### config.mk
export PLATFORM = sky130hd
export DESIGN_NAME = vic_top
export DESIGN_NICKNAME = d
export VERILOG_FILES = /design/src/hw/vic_pkg.sv /design/src/hw/vic_arbiter.sv /design/src/hw/vic_top.sv
export SDC_FILE = /design/constraint.sdc
export NUM_CORES = 2
export LEC_CHECK = 0
export BUFFER_PORTS_ARGS = -buffer_cell sky130_fd_sc_hd__buf_2
export CORE_ASPECT_RATIO = 1.25
export CORE_UTILIZATION = 55
export CTS_CLUSTER_SIZE = 30
export DETAILED_ROUTE_END_ITERATION = 7
export HOLD_SLACK_MARGIN = 0.15
export PLACE_DENSITY_LB_ADDON = 0.1
export SYNTH_ARGS = -nofsm -noshare
export SYNTH_HDL_FRONTEND = slang
export SYNTH_SLANG_ARGS = --single-unit
### constraint.sdc
create_clock -name aclk -period 58.2 [get_ports aclk]
set_input_delay 8.73 -clock aclk [delete_from_list [all_inputs] [get_ports aclk]]
set_output_delay 8.73 -clock aclk [all_outputs]
set_load 0.1 [all_outputs]
### src/hw/vic_pkg.sv
// Purpose: shared constants and types of the vectored interrupt controller
// Assumes: 32 vectors, eight priority levels, 16-bit service-routine addresses
// Notes:   byte offsets below are AXI4-Lite byte addresses of the register file
package vic_pkg;

  localparam int VIC_NVEC       = 32;
  localparam int VIC_PRIO_W     = 3;
  localparam int VIC_ISR_W      = 16;
  localparam int VIC_VEC_W      = 5;
  localparam int VIC_NEST_MAX   = 8;
  localparam int VIC_ADDR_W     = 8;

  // phase lengths in clocks
  localparam logic [2:0] VIC_EVAL_CYC   = 3'h3;
  localparam logic [2:0] VIC_BRANCH_CYC = 3'h7;

  // register byte offsets
  localparam logic [7:0] VIC_OFF_ENABLE   = 8'h00;
  localparam logic [7:0] VIC_OFF_PENDING  = 8'h04;
  localparam logic [7:0] VIC_OFF_PENDING_FLAG_SET = 8'h08;
  localparam logic [7:0] VIC_OFF_POSTED   = 8'h0C;
  localparam logic [7:0] VIC_OFF_STATUS   = 8'h10;
  localparam logic [7:0] VIC_OFF_SRC_LO   = 8'h14;
  localparam logic [7:0] VIC_OFF_SRC_HI   = 8'h18;
  localparam logic [7:0] VIC_OFF_PRIO0    = 8'h20;
  localparam logic [7:0] VIC_OFF_PRIO3    = 8'h2C;
  localparam logic [7:0] VIC_OFF_ISR_BASE = 8'h80;

  // values after reset
  localparam logic [31:0] VIC_RST_ENABLE = 32'h0000_0000;
  localparam logic [1:0]  VIC_RST_SRC    = 2'h0;
  localparam logic [2:0]  VIC_RST_PRIO   = 3'h7;
  localparam logic [15:0] VIC_RST_ISR    = 16'h0000;

  localparam logic [1:0] VIC_RESP_OKAY   = 2'h0;
  localparam logic [1:0] VIC_RESP_SLVERR = 2'h2;

  typedef enum logic [1:0] {
    VIC_SRC_FIXED  = 2'b00,
    VIC_SRC_DMA    = 2'b01,
    VIC_SRC_FABRIC = 2'b10,
    VIC_SRC_OFF    = 2'b11
  } vic_src_e;

  typedef enum logic [2:0] {
    VIC_IDLE   = 3'b000,
    VIC_EVAL   = 3'b001,
    VIC_REQ    = 3'b010,
    VIC_ACK    = 3'b011,
    VIC_BRANCH = 3'b100
  } vic_state_e;

  typedef struct packed {
    logic                  valid;
    logic [VIC_PRIO_W-1:0] prio;
    logic [VIC_VEC_W-1:0]  vec;
  } vic_frame_s;

  typedef struct packed {
    logic [VIC_VEC_W-1:0] vector;
    logic [VIC_ISR_W-1:0] isr_address;
  } vic_cpu_req_s;

  typedef struct packed {
    logic [31:0]                           enable;
    logic [31:0]                           pending;
    logic [31:0]                           posted;
    logic [31:0]                           src_prev;
    logic [VIC_NVEC-1:0][1:0]              src_sel;
    logic [VIC_NVEC-1:0][VIC_PRIO_W-1:0]   prio;
    logic [VIC_NVEC-1:0][VIC_ISR_W-1:0]    isr_tab;
    vic_state_e                            state;
    logic [2:0]                            cnt;
    logic                                  req;
    vic_cpu_req_s                          cpu;
    logic [VIC_PRIO_W-1:0]                 win_prio;
    vic_frame_s                            act;
    logic [VIC_NEST_MAX-1:0][8:0]          stk;
    logic [3:0]                            depth;
    logic                                  aw_got;
    logic                                  w_got;
    logic [VIC_ADDR_W-1:0]                 aw_addr;
    logic [31:0]                           wdata;
    logic [3:0]                            wstrb;
    logic                                  bvalid;
    logic [1:0]                            bresp;
    logic                                  rvalid;
    logic [31:0]                           rdata;
    logic [1:0]                            rresp;
  } vic_regs_s;

endpackage

### src/hw/vic_arbiter.sv
// Purpose: picks the most urgent eligible vector
// Assumes: lower priority number is more urgent
// Notes:   purely combinational; ties go to the lower vector number
`timescale 1ns/1ps
`default_nettype none
module vic_arbiter import vic_pkg::*; #(
  parameter int NVEC = 32,
  parameter int PW   = 3
) (
  input  wire logic [NVEC-1:0]         elig,
  input  wire logic [NVEC-1:0][PW-1:0] prio,
  output logic                         found,
  output logic [VIC_VEC_W-1:0]         win_vec,
  output logic [PW-1:0]                win_prio
);

  initial begin
    if (NVEC > (1 << VIC_VEC_W) || PW < 1) begin
      $error("vic_arbiter: unsupported NVEC or PW");
    end
  end

  // scan downwards with <= so the lowest index wins a tie
  always_comb begin
    found    = 1'b0;
    win_vec  = '0;
    win_prio = '0;
    for (int i = NVEC - 1; i >= 0; i--) begin
      if (elig[i] && (!found || prio[i] <= win_prio)) begin
        found    = 1'b1;
        win_vec  = VIC_VEC_W'(i);
        win_prio = prio[i];
      end
    end
  end

endmodule
`default_nettype wire

### src/hw/vic_top.sv
// Purpose: 32-vector prioritised interrupt controller with AXI4-Lite registers
// Assumes: all source inputs synchronous to aclk; core pulses its acknowledge
// Notes:   priority 0 is most urgent; nesting stack holds eight frames
//
// The register addresses and the AXI4-Lite slave port were decided locally.
`timescale 1ns/1ps
`default_nettype none
module vic_top import vic_pkg::*; #(
  parameter int NVEC = 32
) (
  input  wire logic                  aclk,
  input  wire logic                  aresetn,
  input  wire logic [VIC_ADDR_W-1:0] s_axi_awaddr,
  input  wire logic                  s_axi_awvalid,
  output logic                       s_axi_awready,
  input  wire logic [31:0]           s_axi_wdata,
  input  wire logic [3:0]            s_axi_wstrb,
  input  wire logic                  s_axi_wvalid,
  output logic                       s_axi_wready,
  output logic [1:0]                 s_axi_bresp,
  output logic                       s_axi_bvalid,
  input  wire logic                  s_axi_bready,
  input  wire logic [VIC_ADDR_W-1:0] s_axi_araddr,
  input  wire logic                  s_axi_arvalid,
  output logic                       s_axi_arready,
  output logic [31:0]                s_axi_rdata,
  output logic [1:0]                 s_axi_rresp,
  output logic                       s_axi_rvalid,
  input  wire logic                  s_axi_rready,
  input  wire logic [31:0]           fixed_irq,
  input  wire logic [15:0]           dma_terminal_out_group0,
  input  wire logic [15:0]           dma_terminal_out_group1,
  input  wire logic [31:0]           fabric_irq,
  output logic                       irq_request,
  output vic_cpu_req_s               cpu_req,
  input  wire logic                  request_acknowledge,
  input  wire logic                  service_complete
);

  initial begin
    if (NVEC != VIC_NVEC) begin
      $error("vic_top: only 32 vectors are supported");
    end
  end

  vic_regs_s r;
  vic_regs_s next_r;

  logic [31:0]                         src_level;
  logic [31:0]                         elig;
  logic                                arb_found;
  logic [VIC_VEC_W-1:0]                arb_vec;
  logic [VIC_PRIO_W-1:0]               arb_prio;
  logic                                push;
  logic                                pop;

  // per-vector source selection
  genvar g;
  generate
    for (g = 0; g < 32; g++) begin : g_vec
      logic fixed_line;
      logic dma_line;
      // vectors 2 and 26 have no fixed peripheral behind them
      assign fixed_line = (g == 2 || g == 26) ? 1'b0 : fixed_irq[g];
      // each channel's two terminal outputs land in group 0 and group 1
      assign dma_line = (g < 16) ? dma_terminal_out_group0[g % 16]
                                 : dma_terminal_out_group1[g % 16];
      always_comb begin
        unique case (vic_src_e'(r.src_sel[g]))
          VIC_SRC_FIXED:  src_level[g] = fixed_line;
          VIC_SRC_DMA:    src_level[g] = dma_line;
          // routed fabric lines let any signal reach any vector
          VIC_SRC_FABRIC: src_level[g] = fabric_irq[g];
          VIC_SRC_OFF:    src_level[g] = 1'b0;
        endcase
      end
      // only strictly more urgent work may preempt, and only while stack room remains
      assign elig[g] = r.posted[g] && r.enable[g] && (r.depth < 4'(VIC_NEST_MAX))
                       && (!r.act.valid || r.prio[g] < r.act.prio);
    end
  endgenerate

  vic_arbiter #(
    .NVEC (32),
    .PW   (VIC_PRIO_W)
  ) u_arb (
    .elig     (elig),
    .prio     (r.prio),
    .found    (arb_found),
    .win_vec  (arb_vec),
    .win_prio (arb_prio)
  );

  function automatic logic [31:0] rd_word(input vic_regs_s s, input logic [7:0] a);
    logic [31:0] v;
    v = '0;
    if (a >= VIC_OFF_ISR_BASE) begin
      v = {16'h0000, s.isr_tab[a[6:2]]};
    end else if (a >= VIC_OFF_PRIO0 && a <= VIC_OFF_PRIO3) begin
      for (int j = 0; j < 8; j++) begin
        v[4*j +: 3] = s.prio[{a[3:2], 3'(j)}];
      end
    end else begin
      case (a)
        VIC_OFF_ENABLE:  v = s.enable;
        VIC_OFF_PENDING: v = s.pending;
        VIC_OFF_POSTED:  v = s.posted;
        VIC_OFF_STATUS:  v = {16'h0000, s.depth, s.act.valid, s.act.prio, s.act.vec, s.state};
        VIC_OFF_SRC_LO:  v = s.src_sel[15:0];
        VIC_OFF_SRC_HI:  v = s.src_sel[31:16];
        default:         v = '0;
      endcase
    end
    return v;
  endfunction

  function automatic logic mapped(input logic [7:0] a);
    logic m;
    m = (a[1:0] == 2'h0) && ((a >= VIC_OFF_ISR_BASE) || (a <= VIC_OFF_SRC_HI)
        || (a >= VIC_OFF_PRIO0 && a <= VIC_OFF_PRIO3));
    return m;
  endfunction

  always_comb begin
    logic [31:0] m;
    logic [31:0] wv;
    logic [31:0] sw_set;
    logic [31:0] sw_clr;
    logic [31:0] ack_clr;
    logic [31:0] posted_flag_clr;
    logic [31:0] edges;
    m        = '0;
    wv       = '0;
    sw_set   = '0;
    sw_clr   = '0;
    ack_clr  = '0;
    posted_flag_clr = '0;
    push     = 1'b0;
    pop      = 1'b0;
    next_r   = r;

    // register writes: address and data may arrive in either order
    if (s_axi_awvalid && s_axi_awready) begin
      next_r.aw_got  = 1'b1;
      next_r.aw_addr = s_axi_awaddr;
    end
    if (s_axi_wvalid && s_axi_wready) begin
      next_r.w_got = 1'b1;
      next_r.wdata = s_axi_wdata;
      next_r.wstrb = s_axi_wstrb;
    end
    if (r.bvalid && s_axi_bready) begin
      next_r.bvalid = 1'b0;
    end
    if (r.aw_got && r.w_got && !r.bvalid) begin
      m = {{8{r.wstrb[3]}}, {8{r.wstrb[2]}}, {8{r.wstrb[1]}}, {8{r.wstrb[0]}}};
      wv = (rd_word(r, r.aw_addr) & ~m) | (r.wdata & m);
      next_r.aw_got = 1'b0;
      next_r.w_got  = 1'b0;
      next_r.bvalid = 1'b1;
      next_r.bresp  = mapped(r.aw_addr) ? VIC_RESP_OKAY : VIC_RESP_SLVERR;
      if (r.aw_addr >= VIC_OFF_ISR_BASE) begin
        next_r.isr_tab[r.aw_addr[6:2]] = wv[15:0];
      end else if (r.aw_addr >= VIC_OFF_PRIO0 && r.aw_addr <= VIC_OFF_PRIO3) begin
        for (int j = 0; j < 8; j++) begin
          next_r.prio[{r.aw_addr[3:2], 3'(j)}] = wv[4*j +: 3];
        end
      end else begin
        case (r.aw_addr)
          VIC_OFF_ENABLE:   next_r.enable = wv;
          VIC_OFF_PENDING:  sw_clr = r.wdata & m;
          VIC_OFF_PENDING_FLAG_SET: sw_set = r.wdata & m;
          VIC_OFF_SRC_LO:   next_r.src_sel[15:0] = wv;
          VIC_OFF_SRC_HI:   next_r.src_sel[31:16] = wv;
          default:          ;
        endcase
      end
    end

    // register reads; reads have no side effects
    if (r.rvalid && s_axi_rready) begin
      next_r.rvalid = 1'b0;
    end
    if (s_axi_arvalid && s_axi_arready) begin
      next_r.rvalid = 1'b1;
      next_r.rdata  = rd_word(r, s_axi_araddr);
      next_r.rresp  = mapped(s_axi_araddr) ? VIC_RESP_OKAY : VIC_RESP_SLVERR;
    end

    // nesting: pop on completion, push on acknowledge
    if (service_complete && r.depth != 4'h0) begin
      pop = 1'b1;
      next_r.act   = vic_frame_s'(r.stk[r.depth[2:0] - 3'h1]);
      next_r.depth = r.depth - 4'h1;
    end

    unique case (r.state)
      VIC_IDLE: begin
        if (|elig) begin
          next_r.state = VIC_EVAL;
          next_r.cnt   = '0;
        end
      end
      VIC_EVAL: begin
        next_r.cnt = r.cnt + 3'h1;
        if (r.cnt == VIC_EVAL_CYC - 3'h1) begin
          if (arb_found) begin
            next_r.state           = VIC_REQ;
            next_r.req             = 1'b1;
            next_r.cpu.vector      = arb_vec;
            next_r.cpu.isr_address = r.isr_tab[arb_vec];
            next_r.win_prio        = arb_prio;
          end else begin
            next_r.state = VIC_IDLE;
          end
        end
      end
      VIC_REQ: begin
        if (request_acknowledge) begin
          push = 1'b1;
          ack_clr[r.cpu.vector] = 1'b1;
          next_r.req   = 1'b0;
          next_r.state = VIC_ACK;
        end
      end
      VIC_ACK: begin
        posted_flag_clr[r.cpu.vector] = 1'b1;
        next_r.state = VIC_BRANCH;
        next_r.cnt   = '0;
      end
      VIC_BRANCH: begin
        next_r.cnt = r.cnt + 3'h1;
        if (r.cnt == VIC_BRANCH_CYC - 3'h1) begin
          next_r.state = VIC_IDLE;
        end
      end
      default: begin
        next_r.state = VIC_IDLE;
        next_r.req   = 1'b0;
      end
    endcase

    // a frame saved below the newly taken vector; uses the state after any pop
    if (push) begin
      next_r.stk[next_r.depth[2:0]] = 9'(next_r.act);
      next_r.depth = next_r.depth + 4'h1;
      next_r.act   = '{valid: 1'b1, prio: r.win_prio, vec: r.cpu.vector};
    end

    // new arrivals win over any clear in the same clock
    next_r.src_prev = src_level;
    edges = src_level & ~r.src_prev;
    next_r.pending = (r.pending & ~sw_clr & ~ack_clr) | edges | sw_set;
    next_r.posted  = (r.posted & ~sw_clr & ~posted_flag_clr) | (r.pending & r.enable);
  end

  always_ff @(posedge aclk) begin
    if (!aresetn) begin
      r          <= '0;
      r.enable   <= VIC_RST_ENABLE;
      r.src_sel  <= {VIC_NVEC{VIC_RST_SRC}};
      r.prio     <= {VIC_NVEC{VIC_RST_PRIO}};
      r.isr_tab  <= {VIC_NVEC{VIC_RST_ISR}};
      r.state    <= VIC_IDLE;
    end else begin
      r <= next_r;
    end
  end

  assign s_axi_awready = !r.aw_got && !r.bvalid;
  assign s_axi_wready  = !r.w_got && !r.bvalid;
  assign s_axi_bvalid  = r.bvalid;
  assign s_axi_bresp   = r.bresp;
  assign s_axi_arready = !r.rvalid;
  assign s_axi_rvalid  = r.rvalid;
  assign s_axi_rdata   = r.rdata;
  assign s_axi_rresp   = r.rresp;
  assign irq_request   = r.req;
  assign cpu_req       = r.cpu;

  // checks
  logic [31:0] edge_now;
  logic [31:0] posted_flag_due;
  assign edge_now = src_level & ~r.src_prev;
  assign posted_flag_due = r.pending & r.enable;
endmodule
`default_nettype wire

* Word-level counts from Yosys, hierarchy flattened
Index checks and enable logic that the tools add are counted.
Cells by class: $lt $le $gt $ge 105, reduce and logical (&&, ||, !) cells 311, equality and inequality tests 118, multiplexer cells 270, bitwise gates (word level) 21, add/subtract/negate cells 4
Operators by type and width (number):
- $bwmux W96 | 8
- $bwmux W512 | 1
- $mux W32 | 14
- $pmux W32 S6 | 2
- $and A32 B32 Y32 | 8
- $bmux W16 S5 | 3
- $mux W3 | 76
- $mux W5 | 32
- $not A32 Y32 | 5
- $logic_and A1 B1 Y1 | 152
- $eq A2 B2 Y1 const B | 64
- $or A32 B32 Y32 | 4
- $lt A5 B6 Y1 const B | 20
- $pmux W1 S4 | 30
- $bmux W3 S2 | 16
- $lt A3 B3 Y1 | 32
- $le A3 B3 Y1 | 31
- $mux W85 | 1
- $demux W16 S5 | 1
- $bwmux W72 | 1
- $logic_not A2 Y1 | 34
- $logic_or A1 B1 Y1 | 67
- $eq A2 B1 Y1 const B | 32
- $mux W16 | 4
- other kinds (46) | 191
Word-level totals: output and inout port bits 63, flip-flop bits (word level) 1000, input bits 157

* Logic depth before layout (Yosys ltp)
depth after elaboration 133, gate-level depth with buffers 284, depth with buffers taken out 270

* Hierarchy
Synthesis repeated with hierarchy kept, for this count alone.
Second synthesis, totals: cells, all modules 6273, area, all modules 59547.1 sq um
By module, submodules not included:
- vic_top | instances 1, area each 54503.5 sq um, cells an instance 5558, seq. area each 19979.2 sq um
- vic_arbiter | instances 1, area each 5043.6 sq um, cells an instance 715, seq. area each 0.0 sq um

* Least setup slack after synthesis
No wires, ideal clock.
path type reg-to-reg, start point register r[167] in the netlist's numbering, end point register r (netlist bit cpu_req[10]), setup slack 14520 ps, setup time 67 ps, period minus slack after synthesis 43680 ps, buffers on the path 13, cell stages (with the launch flop) 269, arrival time 43613 ps, required time 58133 ps, cells stage by stage dfxtp_1 inv_1 ha_1 a21oi_1 o21ai_1 a21oi_1 nand2_1 ha_1 nor2b_1 o21ai_0 a32o_1 a21oi_1 a22oi_1 ha_1 nor2b_1 o21ai_0 a32oi_1 a21o_1 [233 not listed] nor2b_1 o21ai_0 inv_1 o21ai_0 nor2b_1 a221o_1 buf_2 nor2_4 nand2b_4 a21o_1 buf_6 or3_1 buf_2 buf_6 a31oi_1 a32o_1 a21oi_1 o21ai_2
Between the ends: longest elaborated chain between the ends 130, elaborated cells on any way between the ends 318
RTL lines:
- from (decl) | RTL line vic_top.sv:46 | vic_regs_s r;
- from (signal assigned) | RTL line vic_top.sv:266 | r <= next_r;
- $lt A3 B3 Y1 | RTL line vic_top.sv:79 | && (!r.act.valid || r.prio[g] < r.act.prio);
- $logic_or A1 B1 Y1 | RTL line vic_top.sv:79
- $logic_and A1 B1 Y1 | RTL line vic_top.sv:79
- $mux W3 / $mux W1 (equally long branches) | RTL line vic_arbiter.sv:29 | if (elig[i] && (!found || prio[i] <= win_prio)) begin
- $le A3 B3 Y1 / $logic_not A1 Y1 (equally long branches) | RTL line vic_arbiter.sv:29
- $logic_or A1 B1 Y1 | RTL line vic_arbiter.sv:29
- $logic_and A1 B1 Y1 | RTL line vic_arbiter.sv:29
- $mux W3 / $mux W1 (equally long branches) | RTL line vic_arbiter.sv:29
- [114 not listed]
- $logic_and A1 B1 Y1 | RTL line vic_arbiter.sv:29
- $mux W3 / $mux W1 (equally long branches) | RTL line vic_arbiter.sv:29
- $le A3 B3 Y1 / $logic_not A1 Y1 (equally long branches) | RTL line vic_arbiter.sv:29
- $logic_or A1 B1 Y1 | RTL line vic_arbiter.sv:29
- $logic_and A1 B1 Y1 | RTL line vic_arbiter.sv:29
- $mux W5 | RTL line vic_arbiter.sv:29
- $bmux W16 S5 | RTL line vic_top.sv:211 | next_r.cpu.isr_address = r.isr_tab[arb_vec];
- $mux W16 (not written as such) | RTL line vic_top.sv:211
Parallel ways exist; a longest one is shown, timed or not. The select of a mux whose other input is x is not followed. A chain may end at the register's enable or synchronous reset.

* Worst setup path after layout
start point register r[999] in the netlist's numbering, end point register r (netlist bit cpu_req[1])
Between the ends: longest elaborated chain between the ends 130, elaborated cells on any way between the ends 225
RTL lines:
- $logic_and A1 B1 Y1 * (2 in series) | RTL line vic_top.sv:78 | assign elig[g] = r.posted[g] && r.enable[g] && (r.depth < 4'(VIC_NEST_MAX))
- $logic_and A1 B1 Y1 * | RTL line vic_top.sv:79
- $mux W3 / $mux W1 (equally long branches) | RTL line vic_arbiter.sv:29
- $le A3 B3 Y1 / $logic_not A1 Y1 (equally long branches) | RTL line vic_arbiter.sv:29
- $logic_or A1 B1 Y1 | RTL line vic_arbiter.sv:29
- $logic_and A1 B1 Y1 | RTL line vic_arbiter.sv:29
- $mux W3 / $mux W1 (equally long branches) | RTL line vic_arbiter.sv:29
- $le A3 B3 Y1 / $logic_not A1 Y1 (equally long branches) | RTL line vic_arbiter.sv:29
- [113 not listed]
- $logic_and A1 B1 Y1 | RTL line vic_arbiter.sv:29
- $mux W3 / $mux W1 (equally long branches) | RTL line vic_arbiter.sv:29
- $le A3 B3 Y1 / $logic_not A1 Y1 (equally long branches) | RTL line vic_arbiter.sv:29
- $logic_or A1 B1 Y1 | RTL line vic_arbiter.sv:29
- $logic_and A1 B1 Y1 | RTL line vic_arbiter.sv:29
- $mux W5 | RTL line vic_arbiter.sv:29
- $bmux W16 S5 | RTL line vic_top.sv:211
- $mux W16 (not written as such) | RTL line vic_top.sv:211
Every way passes the cells marked *; elsewhere a longest branch is shown, timed or not. The select of a mux whose other input is x is not followed.

==> flow_summary.ini <==
[outcome]
run_status = finished clean

[global_routing]
grt_usage = 0.434
grt_pass1_wl_um = 348000
grt-ovfl-total = 0
grt_max_degree = 155
grt_pass1_vias = 51800
antenna_found_initial = 6

[power_and_ir_drop]
p_per_area_mw_per_mm2 = 25.0
ir_drop_mv = 0.0261
power_leakage_nw = 22.4
p_total_w = 0.00161

[place]
placedCellCount = 7686
place.gp.congestion = 1.02
pre_cts_slack_ns = 5.81
portBuffers = 215
place_area_sq_mm = 0.0610
dp_hpwl_um = 156000

[layout]
fin_cells = 7887
area_delta_synth_final_pct = 9.17
final_cell_area_sq_mm = 0.0646
fillerInstances = 9322
drive_gt1_frac = 0.169
fin_nets = 6682

[setup_path]
cp-end-kind = flip-flop
crit_path_top_delay_cell = nand3b_1
critical_path.startpoint = r[999]$_SDFFE_PN0P_
critPathKind = flip-flop to flip-flop
startpoint_type = flip-flop
crit_arrival_ns = 54.22
path_buf_inv = 11
cp_top_family = compound AO/OA/AOI/OAI gates
r2r-start = r[999]$_SDFFE_PN0P_
required_ns = 58.88
crit_fanout = 55
crit_path_max_incr_delay_ns = 0.82
cp_common_cell = ha_1

[detailed_routing]
avgViaCountPerCell = 7.04
routedWlPerCell_um = 30.7
remaining_drc_errors = 0
drt_first_pass_iters = 6
antenna_left = 0
finalWirelength_um = 242000
via_count = 55500
drt_iter0_drc = 7156

[sta]
rsz0062_at_grt = false
period_minus_slack_ns = 53.54
finalSetupViolCount = 0
drv_slew = 0
fin_crit_sh = 0.920
timing.fmax_ghz = 0.0187
fin_ws_ns = 4.66
max_slew_margin = 0.112
worst_pin_slew_ns = 1.33
setup_tns_ns = 0
final-hold-violation-count = 0
finClkSkew_ns = 0.0474

[clock_tree]
cts-buffers-inserted = 104
cts.sinks = 998
cts_buffer_depth = 3
ctsHoldBuffers = 0
path_clk_slew_ns = 0.06
postCtsResizedCells = 0
cts_tree = built
clock_latency_ns = 0.78
postCtsSetupBuffers = 0
cts_root_buf = clkbuf_16
cts_htree_levels = 3

[synth]
netlist_area_sq_mm = 0.0592
yosys-top-cells-area = dfxtp_1, mux4_2, a211oi_1, nor2_1, mux2i_1
yosysTopAreaCellShare = 0.337
synthArstFlopShare = 0
yosys_register_bits = 998
synth_edf_count = 0
seq_area_frac_synth = 0.337
avgSynthCellArea_sq_um = 9.07
synth_warnings = 0
yosysUniqueCellTypes = 103
ys.flop_type = dfxtp_1
synthesis.instances = 6528
yosys.area.top_type = dfxtp_1

[run]
maxCapViolations = 0

[min_path]
min_from = s_axi_rdata[5]$_SDFFE_PN0P_
hp-class = flip-flop to flip-flop

[floorplan]
die_area_sq_mm = 0.109
pin_count = 220
die_x_um = 295
core_sq_mm = 0.107
die-height_um = 369
row_count = 134
start_util = 0.554
## cell families (layout without fill, tap and decap cells)
| logic type | after synthesis | after routing | share of synthesized area |
|---|---|---|---|
| buf+inv | 744 | 667 | 0.0544 |
| simple gates | 2006 | 2006 | 0.143 |
| flops | 998 | 998 | 0.337 |
| compound gates | 1848 | 1848 | 0.220 |
| fa+ha+maj | 161 | 161 | 0.0340 |
| mux | 761 | 761 | 0.210 |
| other cells | 1 | 9 | 0.0000633 |
| xor+xnor | 9 | 9 | 0.00133 |
## synthesized netlist by cell type (all sizes together) (8+ instances only)
cell type	instances
nand3b	25
nor2	975
a32o	28
or3	10
a21oi	295
o21a	26
mux4	382
a21boi	14
and2	18
a32oi	32
dfxtp	998
nand4	28
o221ai	37
mux2i	349
nor3	39
a221oi	53
nand2	656
a211oi	577
and3	32
a221o	15
buf	192
a31oi	111
nand3	79
ha	161
a22oi	121
mux2	30
nand2b	40
a2111oi	10
a22o	8
o211ai	173
o22ai	9
a21o	39
a41oi	18
clkbuf	431
o21ai	218
inv	119
o22a	20
nor2b	57
or2	18
## power by group
part | leakage (nW) | internal, W | switching [W] | total (W)
clock network | 1.78 | 0.000410 | 0.000309 | 0.000719
registers | 8.07 | 0.000692 | 0.0000140 | 0.000706
logic | 12.5 | 0.0000508 | 0.000139 | 0.000190
## worst register-to-register path, delay by kind of cell, from the launching register on
kind,cells,cell delay [ns]
buffers and inverters,11,1.74
DFF,1,0.43
AOI/OAI and AO/OA,134,26.73
adders and majority gates,31,8.84
and+or+nand+nor,70,13.08
muxes,9,2.64
## through the flow
| stage | util | hold WS (ns) |
|---|---|---|
| floorplan | - | 0.436 |
| global placement | 0.571 | 0.443 |
| detailed placement | 0.571 | 0.453 |
| CTS | 0.605 | 0.462 |
| global route | 0.605 | 0.480 |
| finish | 0.605 | 0.458 |
## layout make-up
cell class | count | area [sq um] | area share
diodes | 7 | 17.5 | 0.000271
clock buffers | 139 | 2890 | 0.0448
clock inverters | 55 | 734 | 0.0114
inverters | 121 | 462 | 0.00714
multi-input cells | 4787 | 36600 | 0.566
flip-flops and latches | 998 | 20000 | 0.309
well taps | 1428 | 1790 | 0.0276
repair buffers | 352 | 2160 | 0.0335
## sequential cells by signal (all words and copies together) (netlist names)
name / flops
r: 940
s_axi_rdata: 32
cpu_req: 21
irq_request: 1
s_axi_bresp: 1
s_axi_bvalid: 1
s_axi_rresp: 1
s_axi_rvalid: 1
## routing by layer
| layer | track usage | part of all wire | vias to the layer above |
|---|---|---|---|
| met4 | 0.399 | 0.10 | 4 |
| li1 | - | - | 24100 |
| met2 | 0.658 | 0.44 | 3600 |
| met5 | 0 | 0.000095 | - |
| met1 | 0.508 | 0.35 | 26700 |
| met3 | 0.100 | 0.11 | 1047 |
## cells in the final DEF, fill, tap and decap left out, types with 51 or more instances in the layout
| cell | instances |
|---|---|
| buf_2 | 212 |
| dfxtp_1 | 994 |
| a31oi_1 | 108 |
| inv_1 | 113 |
| o21ai_0 | 167 |
| a22oi_1 | 121 |
| ha_1 | 161 |
| mux4_2 | 382 |
| clkbuf_16 | 104 |
| a211oi_1 | 574 |
| nand2_1 | 655 |
| mux2i_1 | 349 |
| nand3_1 | 78 |
| buf_4 | 135 |
| nor2b_1 | 55 |
| o211ai_1 | 171 |
| a21oi_1 | 276 |
| nor2_1 | 930 |
| a221oi_1 | 51 |
## worst paths after layout
kind                            depth (start not counted)                     endpoint  slack (ns)
worst max-delay path                                  255      cpu_req[1]$_SDFFE_PN0P_        4.66
worst min-delay path                                    2  s_axi_rdata[5]$_SDFFE_PN0P_        0.46
worst max register to register                        255      cpu_req[1]$_SDFFE_PN0P_        4.66
worst min register to register                          2  s_axi_rdata[5]$_SDFFE_PN0P_        0.46
Power figures use the tool's default switching activity.
